File: src/verilog/limit_irq_pkg.sv
// package: register map, status bit layout and persistence constants of the threshold interrupt logic
package limit_irq_pkg;

  // ----------------------------------------------------------------
  // register addresses
  // ----------------------------------------------------------------
  localparam logic [7:0] ADDR_LOW_THRESHOLD_HIGH_BYTE = 8'h8A;
  localparam logic [7:0] ADDR_LOW_THRESHOLD_LOW_BYTE = 8'h8B;
  localparam logic [7:0] ADDR_HIGH_THRESHOLD_HIGH_BYTE = 8'h8C;
  localparam logic [7:0] ADDR_HIGH_THRESHOLD_LOW_BYTE = 8'h8D;
  localparam logic [7:0] ADDR_INTERRUPT_CAUSE_FLAGS = 8'h8E;

  // ----------------------------------------------------------------
  // status bit positions
  // ----------------------------------------------------------------
  localparam int BIT_ABOVE_LIMIT = 0;
  localparam int BIT_BELOW_LIMIT = 1;
  localparam int BIT_AMBIENT_READY = 2;
  localparam int BIT_PROX_READY = 3;
  localparam int FLAG_COUNT = 4;

  // ----------------------------------------------------------------
  // reset values and unmapped read data
  // ----------------------------------------------------------------
  localparam logic [7:0] RESET_THRESHOLD_BYTE = 8'h00;
  localparam logic [7:0] RESET_READ_DATA = 8'h00;
  localparam logic [7:0] UNMAPPED_READ_DATA = 8'h00;

  // ----------------------------------------------------------------
  // persistence counting
  // ----------------------------------------------------------------
  localparam int PERSIST_CODE_WIDTH = 3;
  localparam int PERSIST_COUNT_WIDTH = 8;
  localparam logic [7:0] PERSIST_ONE = 8'h01;
  localparam logic [7:0] PERSIST_ZERO = 8'h00;

  // ----------------------------------------------------------------
  // source selection
  // ----------------------------------------------------------------
  typedef enum logic {
    SOURCE_PROXIMITY,
    SOURCE_AMBIENT
  } limit_source_t;

endpackage

File: src/verilog/cause_flag.sv
// module: one sticky status flag, set by hardware, cleared by writing one
`timescale 1ns/1ns
module cause_flag (
  input wire logic mclk_i,
  input wire logic sys_rst_i,
  input wire logic set_i,
  input wire logic clear_i,
  output logic flag_o
);

  logic flag;
  logic next_flag;

  // ----------------------------------------------------------------
  // set wins over a clear in the same cycle so no event is lost
  // ----------------------------------------------------------------
  always_comb begin
    next_flag = set_i | (flag & ~clear_i);
  end

  always_ff @(posedge mclk_i) begin
    if (sys_rst_i) begin
      flag <= 1'b0;
    end else begin
      flag <= next_flag;
    end
  end

  assign flag_o = flag;

endmodule

File: src/verilog/persist_counter.sv
// module: consecutive-measurement counter that fires once a crossing has persisted long enough
`timescale 1ns/1ns
module persist_counter #(
  parameter int COUNT_WIDTH = limit_irq_pkg::PERSIST_COUNT_WIDTH
) (
  input wire logic mclk_i,
  input wire logic sys_rst_i,
  input wire logic restart_i,
  input wire logic sample_i,
  input wire logic beyond_i,
  input wire logic [COUNT_WIDTH-1:0] needed_i,
  output logic fire_o
);

  logic [COUNT_WIDTH-1:0] count;
  logic [COUNT_WIDTH-1:0] next_count;
  logic next_fire;

  // ----------------------------------------------------------------
  // counting
  // ----------------------------------------------------------------
  // counter saturates at the needed figure: one event per excursion,
  // a long excursion does not keep re-firing
  always_comb begin
    next_count = count;
    next_fire = 1'b0;
    if (restart_i) begin
      next_count = '0;
    end else if (sample_i) begin
      if (!beyond_i) begin
        next_count = '0;
      end else if (count < needed_i) begin
        next_count = count + COUNT_WIDTH'(1);
        next_fire = ((count + COUNT_WIDTH'(1)) == needed_i);
      end
    end
  end

  always_ff @(posedge mclk_i) begin
    if (sys_rst_i) begin
      count <= '0;
    end else begin
      count <= next_count;
    end
  end

  assign fire_o = next_fire;

endmodule

File: src/verilog/threshold_interrupt_logic.sv
// module: threshold and data-ready interrupt logic with its byte registers and open-drain pad
`timescale 1ns/1ns

module threshold_interrupt_logic #(
  parameter int RESULT_WIDTH = 16
) (
  input wire logic mclk_i,
  input wire logic sys_rst_i,
  // register port from the serial front end
  input wire logic [7:0] reg_addr_i,
  input wire logic reg_wr_i,
  input wire logic [7:0] reg_wdata_i,
  input wire logic reg_rd_i,
  output logic [7:0] reg_rdata_o,
  output logic reg_rvalid_o,
  // interrupt control bits
  input wire logic limit_irq_enable_i,
  input wire logic limit_source_select_i,
  input wire logic [limit_irq_pkg::PERSIST_CODE_WIDTH-1:0] persist_code_i,
  input wire logic prox_ready_enable_i,
  input wire logic ambient_ready_enable_i,
  // measurement results
  input wire logic [RESULT_WIDTH-1:0] prox_result_i,
  input wire logic prox_done_i,
  input wire logic [RESULT_WIDTH-1:0] ambient_result_i,
  input wire logic ambient_done_i,
  // open-drain interrupt pad and status flags
  output logic int_pad_o,
  output logic int_pad_oe_n_o,
  output logic [limit_irq_pkg::FLAG_COUNT-1:0] cause_flags_o
);

  // ----------------------------------------------------------------
  // address decode
  // ----------------------------------------------------------------
  // one decode feeds both paths, so the read and write maps cannot drift apart
  logic hit_low_high_byte;
  logic hit_low_low_byte;
  logic hit_high_high_byte;
  logic hit_high_low_byte;
  logic hit_cause_flags;

  always_comb begin
    hit_low_high_byte = 1'b0;
    hit_low_low_byte = 1'b0;
    hit_high_high_byte = 1'b0;
    hit_high_low_byte = 1'b0;
    hit_cause_flags = 1'b0;
    if (reg_addr_i == limit_irq_pkg::ADDR_LOW_THRESHOLD_HIGH_BYTE) begin
      hit_low_high_byte = 1'b1;
    end else if (reg_addr_i == limit_irq_pkg::ADDR_LOW_THRESHOLD_LOW_BYTE) begin
      hit_low_low_byte = 1'b1;
    end else if (reg_addr_i == limit_irq_pkg::ADDR_HIGH_THRESHOLD_HIGH_BYTE) begin
      hit_high_high_byte = 1'b1;
    end else if (reg_addr_i == limit_irq_pkg::ADDR_HIGH_THRESHOLD_LOW_BYTE) begin
      hit_high_low_byte = 1'b1;
    end else if (reg_addr_i == limit_irq_pkg::ADDR_INTERRUPT_CAUSE_FLAGS) begin
      hit_cause_flags = 1'b1;
    end
  end

  // ----------------------------------------------------------------
  // write strobes
  // ----------------------------------------------------------------
  // a read in the same cycle is taken too and sees the old value
  logic wr_low_high_byte;
  logic wr_low_low_byte;
  logic wr_high_high_byte;
  logic wr_high_low_byte;
  logic wr_cause_flags;

  always_comb begin
    wr_low_high_byte = reg_wr_i & hit_low_high_byte;
    wr_low_low_byte = reg_wr_i & hit_low_low_byte;
    wr_high_high_byte = reg_wr_i & hit_high_high_byte;
    wr_high_low_byte = reg_wr_i & hit_high_low_byte;
    wr_cause_flags = reg_wr_i & hit_cause_flags;
  end

  // ----------------------------------------------------------------
  // threshold registers
  // ----------------------------------------------------------------
  // bytes land one at a time: between two byte writes the compare sees a mixed value
  logic [7:0] low_threshold_high_byte;
  logic [7:0] low_threshold_low_byte;
  logic [7:0] high_threshold_high_byte;
  logic [7:0] high_threshold_low_byte;
  logic [7:0] next_low_threshold_high_byte;
  logic [7:0] next_low_threshold_low_byte;
  logic [7:0] next_high_threshold_high_byte;
  logic [7:0] next_high_threshold_low_byte;

  always_comb begin
    next_low_threshold_high_byte = low_threshold_high_byte;
    next_low_threshold_low_byte = low_threshold_low_byte;
    next_high_threshold_high_byte = high_threshold_high_byte;
    next_high_threshold_low_byte = high_threshold_low_byte;
    if (wr_low_high_byte) begin
      next_low_threshold_high_byte = reg_wdata_i;
    end
    if (wr_low_low_byte) begin
      next_low_threshold_low_byte = reg_wdata_i;
    end
    if (wr_high_high_byte) begin
      next_high_threshold_high_byte = reg_wdata_i;
    end
    if (wr_high_low_byte) begin
      next_high_threshold_low_byte = reg_wdata_i;
    end
  end

  always_ff @(posedge mclk_i) begin
    if (sys_rst_i) begin
      low_threshold_high_byte <= limit_irq_pkg::RESET_THRESHOLD_BYTE;
      low_threshold_low_byte <= limit_irq_pkg::RESET_THRESHOLD_BYTE;
      high_threshold_high_byte <= limit_irq_pkg::RESET_THRESHOLD_BYTE;
      high_threshold_low_byte <= limit_irq_pkg::RESET_THRESHOLD_BYTE;
    end else begin
      low_threshold_high_byte <= next_low_threshold_high_byte;
      low_threshold_low_byte <= next_low_threshold_low_byte;
      high_threshold_high_byte <= next_high_threshold_high_byte;
      high_threshold_low_byte <= next_high_threshold_low_byte;
    end
  end

  logic [15:0] low_threshold;
  logic [15:0] high_threshold;
  assign low_threshold = {low_threshold_high_byte, low_threshold_low_byte};
  assign high_threshold = {high_threshold_high_byte, high_threshold_low_byte};

  // ----------------------------------------------------------------
  // source selection and comparison
  // ----------------------------------------------------------------
  limit_irq_pkg::limit_source_t source;
  logic [RESULT_WIDTH-1:0] monitored_result;
  logic monitored_done;
  logic is_below;
  logic is_above;

  always_comb begin
    source = limit_source_select_i ? limit_irq_pkg::SOURCE_AMBIENT : limit_irq_pkg::SOURCE_PROXIMITY;
    case (source)
      limit_irq_pkg::SOURCE_AMBIENT: begin
        monitored_result = ambient_result_i;
        monitored_done = ambient_done_i;
      end
      default: begin
        monitored_result = prox_result_i;
        monitored_done = prox_done_i;
      end
    endcase
    // unsigned compare; equality is not a crossing
    is_below = (monitored_result < low_threshold);
    is_above = (monitored_result > high_threshold);
  end

  // ----------------------------------------------------------------
  // persistence
  // ----------------------------------------------------------------
  logic [limit_irq_pkg::PERSIST_COUNT_WIDTH-1:0] persist_needed;
  logic source_prev;
  logic next_source_prev;
  logic persist_restart;
  logic below_fire;
  logic above_fire;

  // a source switch or a disabled threshold function restarts the counts,
  // so a half-finished run on one source never completes on the other
  always_comb begin
    persist_needed = limit_irq_pkg::PERSIST_ONE << persist_code_i;
    next_source_prev = limit_source_select_i;
    persist_restart = (source_prev != limit_source_select_i) | ~limit_irq_enable_i;
  end

  always_ff @(posedge mclk_i) begin
    if (sys_rst_i) begin
      source_prev <= 1'b0;
    end else begin
      source_prev <= next_source_prev;
    end
  end

  persist_counter #(
    .COUNT_WIDTH(limit_irq_pkg::PERSIST_COUNT_WIDTH)
  ) below_counter (
    .mclk_i(mclk_i),
    .sys_rst_i(sys_rst_i),
    .restart_i(persist_restart),
    .sample_i(monitored_done),
    .beyond_i(is_below),
    .needed_i(persist_needed),
    .fire_o(below_fire)
  );

  persist_counter #(
    .COUNT_WIDTH(limit_irq_pkg::PERSIST_COUNT_WIDTH)
  ) above_counter (
    .mclk_i(mclk_i),
    .sys_rst_i(sys_rst_i),
    .restart_i(persist_restart),
    .sample_i(monitored_done),
    .beyond_i(is_above),
    .needed_i(persist_needed),
    .fire_o(above_fire)
  );

  // ----------------------------------------------------------------
  // status flags
  // ----------------------------------------------------------------
  logic [limit_irq_pkg::FLAG_COUNT-1:0] flag_set;
  logic [limit_irq_pkg::FLAG_COUNT-1:0] flag_clear;
  logic [limit_irq_pkg::FLAG_COUNT-1:0] flags;
  logic status_write;

  always_comb begin
    status_write = wr_cause_flags;
    flag_set = '0;
    flag_set[limit_irq_pkg::BIT_BELOW_LIMIT] = limit_irq_enable_i & below_fire;
    flag_set[limit_irq_pkg::BIT_ABOVE_LIMIT] = limit_irq_enable_i & above_fire;
    flag_set[limit_irq_pkg::BIT_PROX_READY] = prox_ready_enable_i & prox_done_i;
    flag_set[limit_irq_pkg::BIT_AMBIENT_READY] = ambient_ready_enable_i & ambient_done_i;
    flag_clear = status_write ? reg_wdata_i[limit_irq_pkg::FLAG_COUNT-1:0] : '0;
  end

  genvar g;
  generate
    for (g = 0; g < limit_irq_pkg::FLAG_COUNT; g++) begin : gen_flags
      cause_flag flag_bit (
        .mclk_i(mclk_i),
        .sys_rst_i(sys_rst_i),
        .set_i(flag_set[g]),
        .clear_i(flag_clear[g]),
        .flag_o(flags[g])
      );
    end
  endgenerate

  assign cause_flags_o = flags;

  // ----------------------------------------------------------------
  // interrupt pad
  // ----------------------------------------------------------------
  // pad follows the flag flip-flops combinationally, changing on the same edge as a set or clear
  logic pad_active;
  assign pad_active = |flags;
  assign int_pad_o = 1'b0;
  assign int_pad_oe_n_o = ~pad_active;

  // ----------------------------------------------------------------
  // register read
  // ----------------------------------------------------------------
  // read data holds between reads, so a late pickup still sees it
  logic [7:0] read_data;
  logic [7:0] next_read_data;
  logic read_valid;
  logic next_read_valid;

  always_comb begin
    next_read_data = read_data;
    next_read_valid = reg_rd_i;
    if (reg_rd_i) begin
      if (hit_low_high_byte) begin
        next_read_data = low_threshold_high_byte;
      end else if (hit_low_low_byte) begin
        next_read_data = low_threshold_low_byte;
      end else if (hit_high_high_byte) begin
        next_read_data = high_threshold_high_byte;
      end else if (hit_high_low_byte) begin
        next_read_data = high_threshold_low_byte;
      end else if (hit_cause_flags) begin
        next_read_data = {4'h0, flags};
      end else begin
        next_read_data = limit_irq_pkg::UNMAPPED_READ_DATA;
      end
    end
  end

  always_ff @(posedge mclk_i) begin
    if (sys_rst_i) begin
      read_data <= limit_irq_pkg::RESET_READ_DATA;
      read_valid <= 1'b0;
    end else begin
      read_data <= next_read_data;
      read_valid <= next_read_valid;
    end
  end

  assign reg_rdata_o = read_data;
  assign reg_rvalid_o = read_valid;

endmodule

File: config.mk
export PLATFORM = sky130hd
export DESIGN_NAME = threshold_interrupt_logic
export DESIGN_NICKNAME = d
export VERILOG_FILES = /design/src/verilog/limit_irq_pkg.sv /design/src/verilog/cause_flag.sv /design/src/verilog/persist_counter.sv /design/src/verilog/threshold_interrupt_logic.sv
export SDC_FILE = /design/constraint.sdc
export NUM_CORES = 1
export LEC_CHECK = 0
export ABC_CLOCK_PERIOD_IN_PS = 4100
export BUFFER_PORTS_ARGS = -buffer_cell sky130_fd_sc_hd__buf_2
export CORE_ASPECT_RATIO = 1.2
export CORE_UTILIZATION = 50
export DETAILED_ROUTE_END_ITERATION = 16
export PLACE_DENSITY = 0.71
export SLEW_MARGIN = 20
export SYNTH_ARGS = -nofsm -noshare
export SYNTH_HDL_FRONTEND = slang
export SYNTH_SLANG_ARGS = --single-unit
export TNS_END_PERCENT = 1
File: constraint.sdc
create_clock -name mclk_i -period 4.1 [get_ports mclk_i]
set_input_delay 0.41 -clock mclk_i [delete_from_list [all_inputs] [get_ports mclk_i]]
set_output_delay 0.41 -clock mclk_i [all_outputs]
set_load 0.01 [all_outputs]
==> impl_metrics.env, run 1 <==
export IMPL_worst_setup_path_endpoint="below_counter.count[5]"
export IMPL_cts_tree="built"
export IMPL_detailroute_via_count=4730
export IMPL_fin_total_pwr_mw=1.34
export IMPL_worst_setup_path_end_kind="flip-flop"
export IMPL_dr_first_iter_drc_count=229
export IMPL_worstRegToRegCells=7
export IMPL_timing_critical_path_slowest_stage_cell="sky130_fd_sc_hd__or4b_1"
export IMPL_finalMaxSlewViolations=0
export IMPL_worst_path_required_ns=4.39
export IMPL_die_h_um=109
export IMPL_critical_path_cell_chain="buf_2, mux2_2, ha_1, a211o_1, a21oi_1, or4b_1, a21boi_2, o21ai_0, a21oi_1"
export IMPL_cp_start_kind="input port"
export IMPL_transition_time_of_the_tightest_slew_check_pin_ns=0.859
export IMPL_drt_first_pass_iters=5
export IMPL_post_synth_top_area_fraction_pct=26.2
export IMPL_clk_pin_slew_ns=0.08
export IMPL_tns_ns=0
export IMPL_crit_path_max_incr_delay_ns=0.53
export IMPL_critPathKind="in2reg"
export IMPL_launching_instance_or_port_of_the_critical_path="limit_source_select_i"
export IMPL_synth_fp_nets=717
export IMPL_top_cells_by_area_in_the_synthesized_netlist="sky130_fd_sc_hd__dfxtp_1, sky130_fd_sc_hd__ha_1, sky130_fd_sc_hd__a21oi_1, sky130_fd_sc_hd__nand2_1, sky130_fd_sc_hd__nand3_1"
export IMPL_globalRouteOverflowTotal=0
export IMPL_finalWorstPathRequiredPeriod_ns=2.93
export IMPL_grt_util_all_layers_pct=27.8
export IMPL_worst_path_most_repeated_cell="sky130_fd_sc_hd__a21oi_1"
export IMPL_relSlewSlack_pct=42.7
export IMPL_run_status="finished clean"
export IMPL_net_switching_power_mw=0.419
export IMPL_hold_viol_final=0
export IMPL_cts_made_buffers=9
export IMPL_count_of_flip_flops_with_a_built_in_enable_after_synthesis=0
export IMPL_power_density_nw_per_um2=255
export IMPL_portBuffers=74
export IMPL_drcViolationCount=0
export IMPL_cts_hold_fix_buffers=0
export IMPL_n_antenna_cell=0
export IMPL_cts_path_max_buffers=2
export IMPL_die_width_um=90.8
export IMPL_gpl_final_weighted_congestion=0.915
export IMPL_drt_wirelength_per_cell_um=17.1
export IMPL_grt_pass1_vias=4392
export IMPL_critical_path_arrival_ns=3.22
export IMPL_netlist_instances=607
export IMPL_clk_insertion_delay_late_ns=0.36
export IMPL_ff2ff_setup_slack_ns=1.53
export IMPL_final_layout_size_suffix_gt1_share_pct=18.3
export IMPL_drt_wl_total_um=13400
export IMPL_combinational_share_of_power_pct=18.1
export IMPL_clk_root_buffer_cell="sky130_fd_sc_hd__clkbuf_8"
export IMPL_timing_clock_skew_ns=0.0104
export IMPL_post_cts_setup_buffer_count=0
export IMPL_layout_worst_path_cycle_share_pct=71.5
export IMPL_nNetsFinal=771
export IMPL_clock_power_share_pct=36.4
export IMPL_synthDistinctLibCells=68
export IMPL_p_int_mw=0.924
export IMPL_start_util_pct=51.8
export IMPL_fp_coreArea_um2=9130
export IMPL_reg2reg_to="below_counter.count[4]"
export IMPL_ys_async_sr_fraction_pct=0
export IMPL_p_sw_share_pct=31.2
export IMPL_grt_max_degree=48
export IMPL_dp_hpwl_um=10300
export IMPL_rsz0062_at_grt="no"
export IMPL_rows=38
export IMPL_postSynthAreaPerCell_um2=7.79
export IMPL_floorplan_die_area_um2=9860
export IMPL_synthesized_area_um2=4730
export IMPL_wire_length_of_the_first_global_routing_pass_um=21600
export IMPL_yosysWarnings=0
export IMPL_clock_fmax_mhz=341
export IMPL_sequential_share_of_the_synthesized_area_pct=26.2
export IMPL_floorplan_io_pins=76
export IMPL_post_route_util_pct=57.7
export IMPL_synth_ff_latch_count=62
export IMPL_viasPerCell=6.02
export IMPL_synth_top_area_cell="sky130_fd_sc_hd__dfxtp_1"
export IMPL_power_frac_seq_pct=45.5
export IMPL_yosys_most_used_dff="sky130_fd_sc_hd__dfxtp_1"
export IMPL_syn2layout_area_growth_pct=11.3
export IMPL_setup_viol_count_final=0
export IMPL_max_cap_viol_count=0
export IMPL_leakage_nw=1.94
export IMPL_regToRegStartpoint="below_counter.count[7]"
export IMPL_cts_htree_levels=3
export IMPL_vdd_ir_drop_worst_mv=0.224
export IMPL_ctsResizeCount=0
export IMPL_worst_path_max_fanout=21
export IMPL_antenna_found_initial=0
export IMPL_cts_sinks=62
export IMPL_ant_nets=0
export IMPL_hold_path_class="in2reg"
-- power groups by stage --
stage          Clock [mW]  Combinational (mW)  Sequential [mW]
2_1_floorplan           0               0.160            0.625
3_3_place_gp            0               0.234            0.625
6_report            0.489               0.243            0.612
3_5_place_dp            0               0.238            0.626
5_1_grt             0.528               0.270            0.612
4_1_cts             0.495               0.239            0.612
-- cell families after synthesis --
family          share of synthesized area, %
flops                                   26.2
buf+inv                                 7.54
other cells                           0.0793
simple gates                            23.5
fa+ha+maj                               13.0
mux                                     5.50
xor+xnor                                3.15
compound gates                          21.0
-- stage by stage --
step,hold slack [ns],area [µm²],worst slack [ns],std cells
final,0.335,5270,1.17,786
after global routing,0.338,5270,0.961,786
after CTS,0.328,5260,1.17,785
after detailed placement,0.451,5090,0.808,769
after global placement,0.445,5090,0.922,769
after floorplan,0.436,4730,1.02,607
-- cells in the mapped netlist, drive strengths merged (3+ instances only) --
cell type	number
o211ai	9
a211oi	6
nand2	79
a32oi	5
o22ai	5
nand3	38
o2bb2ai	4
nor2	31
o21ai	26
and4	5
nor2b	6
nand4	14
xor2	7
dfxtp	62
xnor2	10
mux2i	8
ha	49
a31oi	5
inv	43
nor4	7
buf	16
and3	3
nor3	7
nor3b	3
clkbuf	19
nand3b	3
nand2b	7
a221oi	4
o21a	6
mux2	16
a21oi	66
nor4b	3
-- layout make-up --
cell class	instances	area, µm²
clock buffer	9	124
clock inverter	7	51.3
fill	883	3860
inverter	43	161
multi-input combinational	466	3130
sequential	62	1240
tap	120	150
timing repair buffer	79	405
-- critical path, delay by kind of cell --
family | cells | cell delay (ns)
adder cells (fa/ha/maj) | 1 | 0.30
AND/OR/NAND/NOR | 1 | 0.53
buffers and inverters | 1 | 0.39
AO/OA/AOI/OAI | 5 | 1.17
multiplexers | 1 | 0.41
-- routing by layer --
metal	track usage [%]	up-vias	share of wire, %
met2	49.1	217	50
met3	4.64	46	6.2
met4	13.9	0	4.2
met1	32.5	2158	40
li1	-	2309	-
met5	0	-	0
-- how the worst min path moves through the flow --
| stage | start | endpoint | slack, ns | depth (start not counted) |
|---|---|---|---|---|
| finish | prox_ready_enable_i | gen_flags[3].flag_bit.flag_o | 0.33 | 3 |
| global route | reg_wdata_i[7] | high_threshold_high_byte[7] | 0.34 | 3 |
| CTS | prox_ready_enable_i | gen_flags[3].flag_bit.flag_o | 0.33 | 3 |
| detailed placement | low_threshold_low_byte[4] | low_threshold_low_byte[4] | 0.45 | 2 |
| global placement | low_threshold_low_byte[4] | low_threshold_low_byte[4] | 0.44 | 2 |
| floorplan | low_threshold_low_byte[4] | low_threshold_low_byte[4] | 0.44 | 2 |
-- state kept, by name (all words and copies together) (netlist names) --
register	flops
above_counter.count	8
below_counter.count	8
reg_rvalid_o	1
gen_flags.flag_bit.flag_o	4
reg_rdata_o	8
low_threshold_high_byte	8
source_prev	1
low_threshold_low_byte	8
high_threshold_low_byte	8
high_threshold_high_byte	8
-- placed cells by master, fill, tap and decap left out, types with 7 or more instances in the layout --
master	n
sky130_fd_sc_hd__nand2_1	79
sky130_fd_sc_hd__buf_2	75
sky130_fd_sc_hd__a21oi_1	66
sky130_fd_sc_hd__dfxtp_1	62
sky130_fd_sc_hd__ha_1	49
sky130_fd_sc_hd__inv_1	43
sky130_fd_sc_hd__nand3_1	38
sky130_fd_sc_hd__nor2_1	31
sky130_fd_sc_hd__o21ai_0	25
sky130_fd_sc_hd__mux2_2	16
sky130_fd_sc_hd__nand4_1	13
sky130_fd_sc_hd__xnor2_1	10
sky130_fd_sc_hd__o211ai_1	9
sky130_fd_sc_hd__clkbuf_8	9
sky130_fd_sc_hd__mux2i_1	8
sky130_fd_sc_hd__nand2b_1	7
sky130_fd_sc_hd__nor4_1	7
sky130_fd_sc_hd__xor2_1	7
No activity file was read; power rests on OpenSTA's default activity.
==> inputs of run 2 (changes only) <==
--- a/config.mk
+++ b/config.mk
@@ -5,7 +5,7 @@
 export SDC_FILE = /design/constraint.sdc
 export NUM_CORES = 1
 export LEC_CHECK = 0
-export ABC_CLOCK_PERIOD_IN_PS = 4100
+export ABC_CLOCK_PERIOD_IN_PS = 3000
 export BUFFER_PORTS_ARGS = -buffer_cell sky130_fd_sc_hd__buf_2
 export CORE_ASPECT_RATIO = 1.2
 export CORE_UTILIZATION = 50
==> constraint.sdc (replaced) <==
create_clock -name mclk_i -period 3 [get_ports mclk_i]
set_input_delay 0.3 -clock mclk_i [delete_from_list [all_inputs] [get_ports mclk_i]]
set_output_delay 0.3 -clock mclk_i [all_outputs]
set_load 0.01 [all_outputs]
==> run 2 against run 1 <==
Utilization rose by 1.1 points. Clock power rose by 35%. Sequential share of layout area fell by 0.44 points. Worst setup slack got worse by 0.92 ns. Final cell count rose by 1.7%. Critical path depth rose by 1. Clock skew fell by 0.0035 ns. Critical path type unchanged. Design area rose by 1.9%. Hold slack got worse by 0.10 ns. Die area did not move. Largest power group unchanged.
==> impl_metrics.env, run 2 (same netlist as run 1, synthesis figures left out) <==
export IMPL_run_status="finished clean"
export IMPL_floorplan_die_area_um2=9860
export IMPL_most_frequent_cells_in_the_layout="sky130_fd_sc_hd__nand2_1, sky130_fd_sc_hd__buf_2, sky130_fd_sc_hd__a21oi_1"
export IMPL_leading_cell_type_in_the_layout_fill_and_taps_excluded="sky130_fd_sc_hd__nand2_1"
export IMPL_worst_setup_path_end_kind="flip-flop"
export IMPL_worst_path_required_ns=3.25
export IMPL_viasPerCell=5.80
export IMPL_start_util_pct=51.8
export IMPL_die_h_um=109
export IMPL_clk_root_buffer_cell="sky130_fd_sc_hd__clkbuf_8"
export IMPL_dr_first_iter_drc_count=241
export IMPL_cpLargestDelayFamily="compound AO/OA/AOI/OAI gates"
export IMPL_post_cts_setup_buffer_count=0
export IMPL_ctsResizeCount=0
export IMPL_finalWorstPathRequiredPeriod_ns=2.75
export IMPL_leakage_nw=2.00
export IMPL_drcViolationCount=0
export IMPL_hold_path_class="in2reg"
export IMPL_fill_cells=850
export IMPL_hold_worst_slack_ns=0.232
export IMPL_placed_area_um2=5190
export IMPL_globalRouteOverflowTotal=0
export IMPL_detailroute_via_count=4631
export IMPL_ant_nets=0
export IMPL_cts_path_max_buffers=2
export IMPL_net_switching_power_mw=0.551
export IMPL_clock_fmax_mhz=363
export IMPL_clk_insertion_delay_late_ns=0.35
export IMPL_grt_pass1_vias=4330
export IMPL_relSlewSlack_pct=55.0
export IMPL_n_antenna_cell=0
export IMPL_critPathKind="in2reg"
export IMPL_fp_coreArea_um2=9130
export IMPL_cts_htree_levels=3
export IMPL_timing_clock_skew_ns=0.00686
export IMPL_cp_start_kind="input port"
export IMPL_max_cap_viol_count=0
export IMPL_power_frac_seq_pct=45.4
export IMPL_dp_hpwl_um=10500
export IMPL_final_layout_size_suffix_gt1_share_pct=19.9
export IMPL_p_int_mw=1.29
export IMPL_power_density_nw_per_um2=343
export IMPL_nNetsFinal=784
export IMPL_drt_first_pass_iters=5
export IMPL_tns_ns=0
export IMPL_p_sw_share_pct=30.0
export IMPL_critical_path_arrival_ns=3.00
export IMPL_cts_made_buffers=9
export IMPL_syn2layout_area_growth_pct=13.4
export IMPL_layout_worst_path_cycle_share_pct=91.8
export IMPL_combinational_share_of_power_pct=18.7
export IMPL_gpl_final_weighted_congestion=0.904
export IMPL_clock_power_share_pct=35.9
export IMPL_rsz0062_at_grt="no"
export IMPL_cts_hold_fix_buffers=0
export IMPL_portBuffers=74
export IMPL_timing_final_ws_setup_ns=0.247
export IMPL_post_route_util_pct=58.8
export IMPL_rows=38
export IMPL_transition_time_of_the_tightest_slew_check_pin_ns=0.656
export IMPL_antenna_found_initial=0
export IMPL_clk_pin_slew_ns=0.07
export IMPL_floorplan_io_pins=76
export IMPL_drt_wirelength_per_cell_um=16.7
export IMPL_timing_critical_path_slowest_stage_cell="sky130_fd_sc_hd__o211ai_1"
export IMPL_finalMaxSlewViolations=0
export IMPL_cts_tree="built"
export IMPL_die_width_um=90.8
export IMPL_hold_viol_final=0
export IMPL_worst_path_max_fanout=12
export IMPL_vdd_ir_drop_worst_mv=0.269
export IMPL_finish_instance_area_um2=5370
export IMPL_crit_path_max_incr_delay_ns=0.45
export IMPL_cts_sinks=62
export IMPL_dpl_worst_slack_ns=-0.0883
export IMPL_grt_util_all_layers_pct=28.2
export IMPL_setup_viol_count_final=0
export IMPL_wire_length_of_the_first_global_routing_pass_um=21700
export IMPL_grt_max_degree=47
export IMPL_critical_path_cell_chain="buf_2, buf_4, mux2_2, ha_1, nand4_1, nor2_1, o21ai_0, o211ai_1, nand4bb_1, o32ai_1"
export IMPL_drt_wl_total_um=13300
export IMPL_worstPathBufferInverterCount=2
## run 2: worst min-delay path, delay by kind of cell
family          cells  cell delay (ns)
buf+inv             1             0.09
simple gates        1             0.07
compound gates      1             0.08
## run 2: per-layer routing
metal | part of all wire [%] | up-vias | track usage, %
met3 | 4.3 | 32 | 2.88
met5 | 0 | - | 0
met2 | 49 | 140 | 49.0
li1 | - | 2328 | -
met4 | 4.4 | 0 | 17.7
met1 | 42 | 2131 | 33.4
## run 2: metrics by stage
| stage | cells | total power [mW] |
|---|---|---|
| after global placement | 783 | 1.19 |
| after detailed placement | 783 | 1.20 |
| after floorplan | 607 | 1.07 |
| after CTS | 799 | 1.85 |
| final | 799 | 1.84 |
| after global routing | 799 | 1.93 |
## run 2: final timing paths
kind,start,to,slack [ns],cells after the start
worst max-delay path,limit_source_select_i,above_counter.count[3],0.25,10
worst min-delay path,prox_ready_enable_i,gen_flags[3].flag_bit.flag_o,0.23,3
worst max register to register,low_threshold_high_byte[1],below_counter.count[5],0.54,8
worst min register to register,low_threshold_low_byte[5],low_threshold_low_byte[5],0.46,2
## run 2: power groups by stage
stage / Clock (mW) / Combinational (mW) / Sequential, mW
4_1_cts: 0.671 / 0.343 / 0.836
2_1_floorplan: 0 / 0.219 / 0.855
3_5_place_dp: 0 / 0.341 / 0.855
3_3_place_gp: 0 / 0.333 / 0.855
5_1_grt: 0.710 / 0.384 / 0.837
6_report: 0.660 / 0.344 / 0.836
## run 2: layout make-up
| cell class | instances | area (µm²) | share of cell area, % |
|---|---|---|---|
| sequential | 62 | 1240 | 23.1 |
| tap | 120 | 150 | 2.80 |
| clock inverter | 6 | 37.5 | 0.699 |
| clock buffer | 10 | 138 | 2.56 |
| timing repair buffer | 92 | 505 | 9.42 |
| inverter | 43 | 161 | 3.01 |
| multi-input combinational | 466 | 3130 | 58.4 |
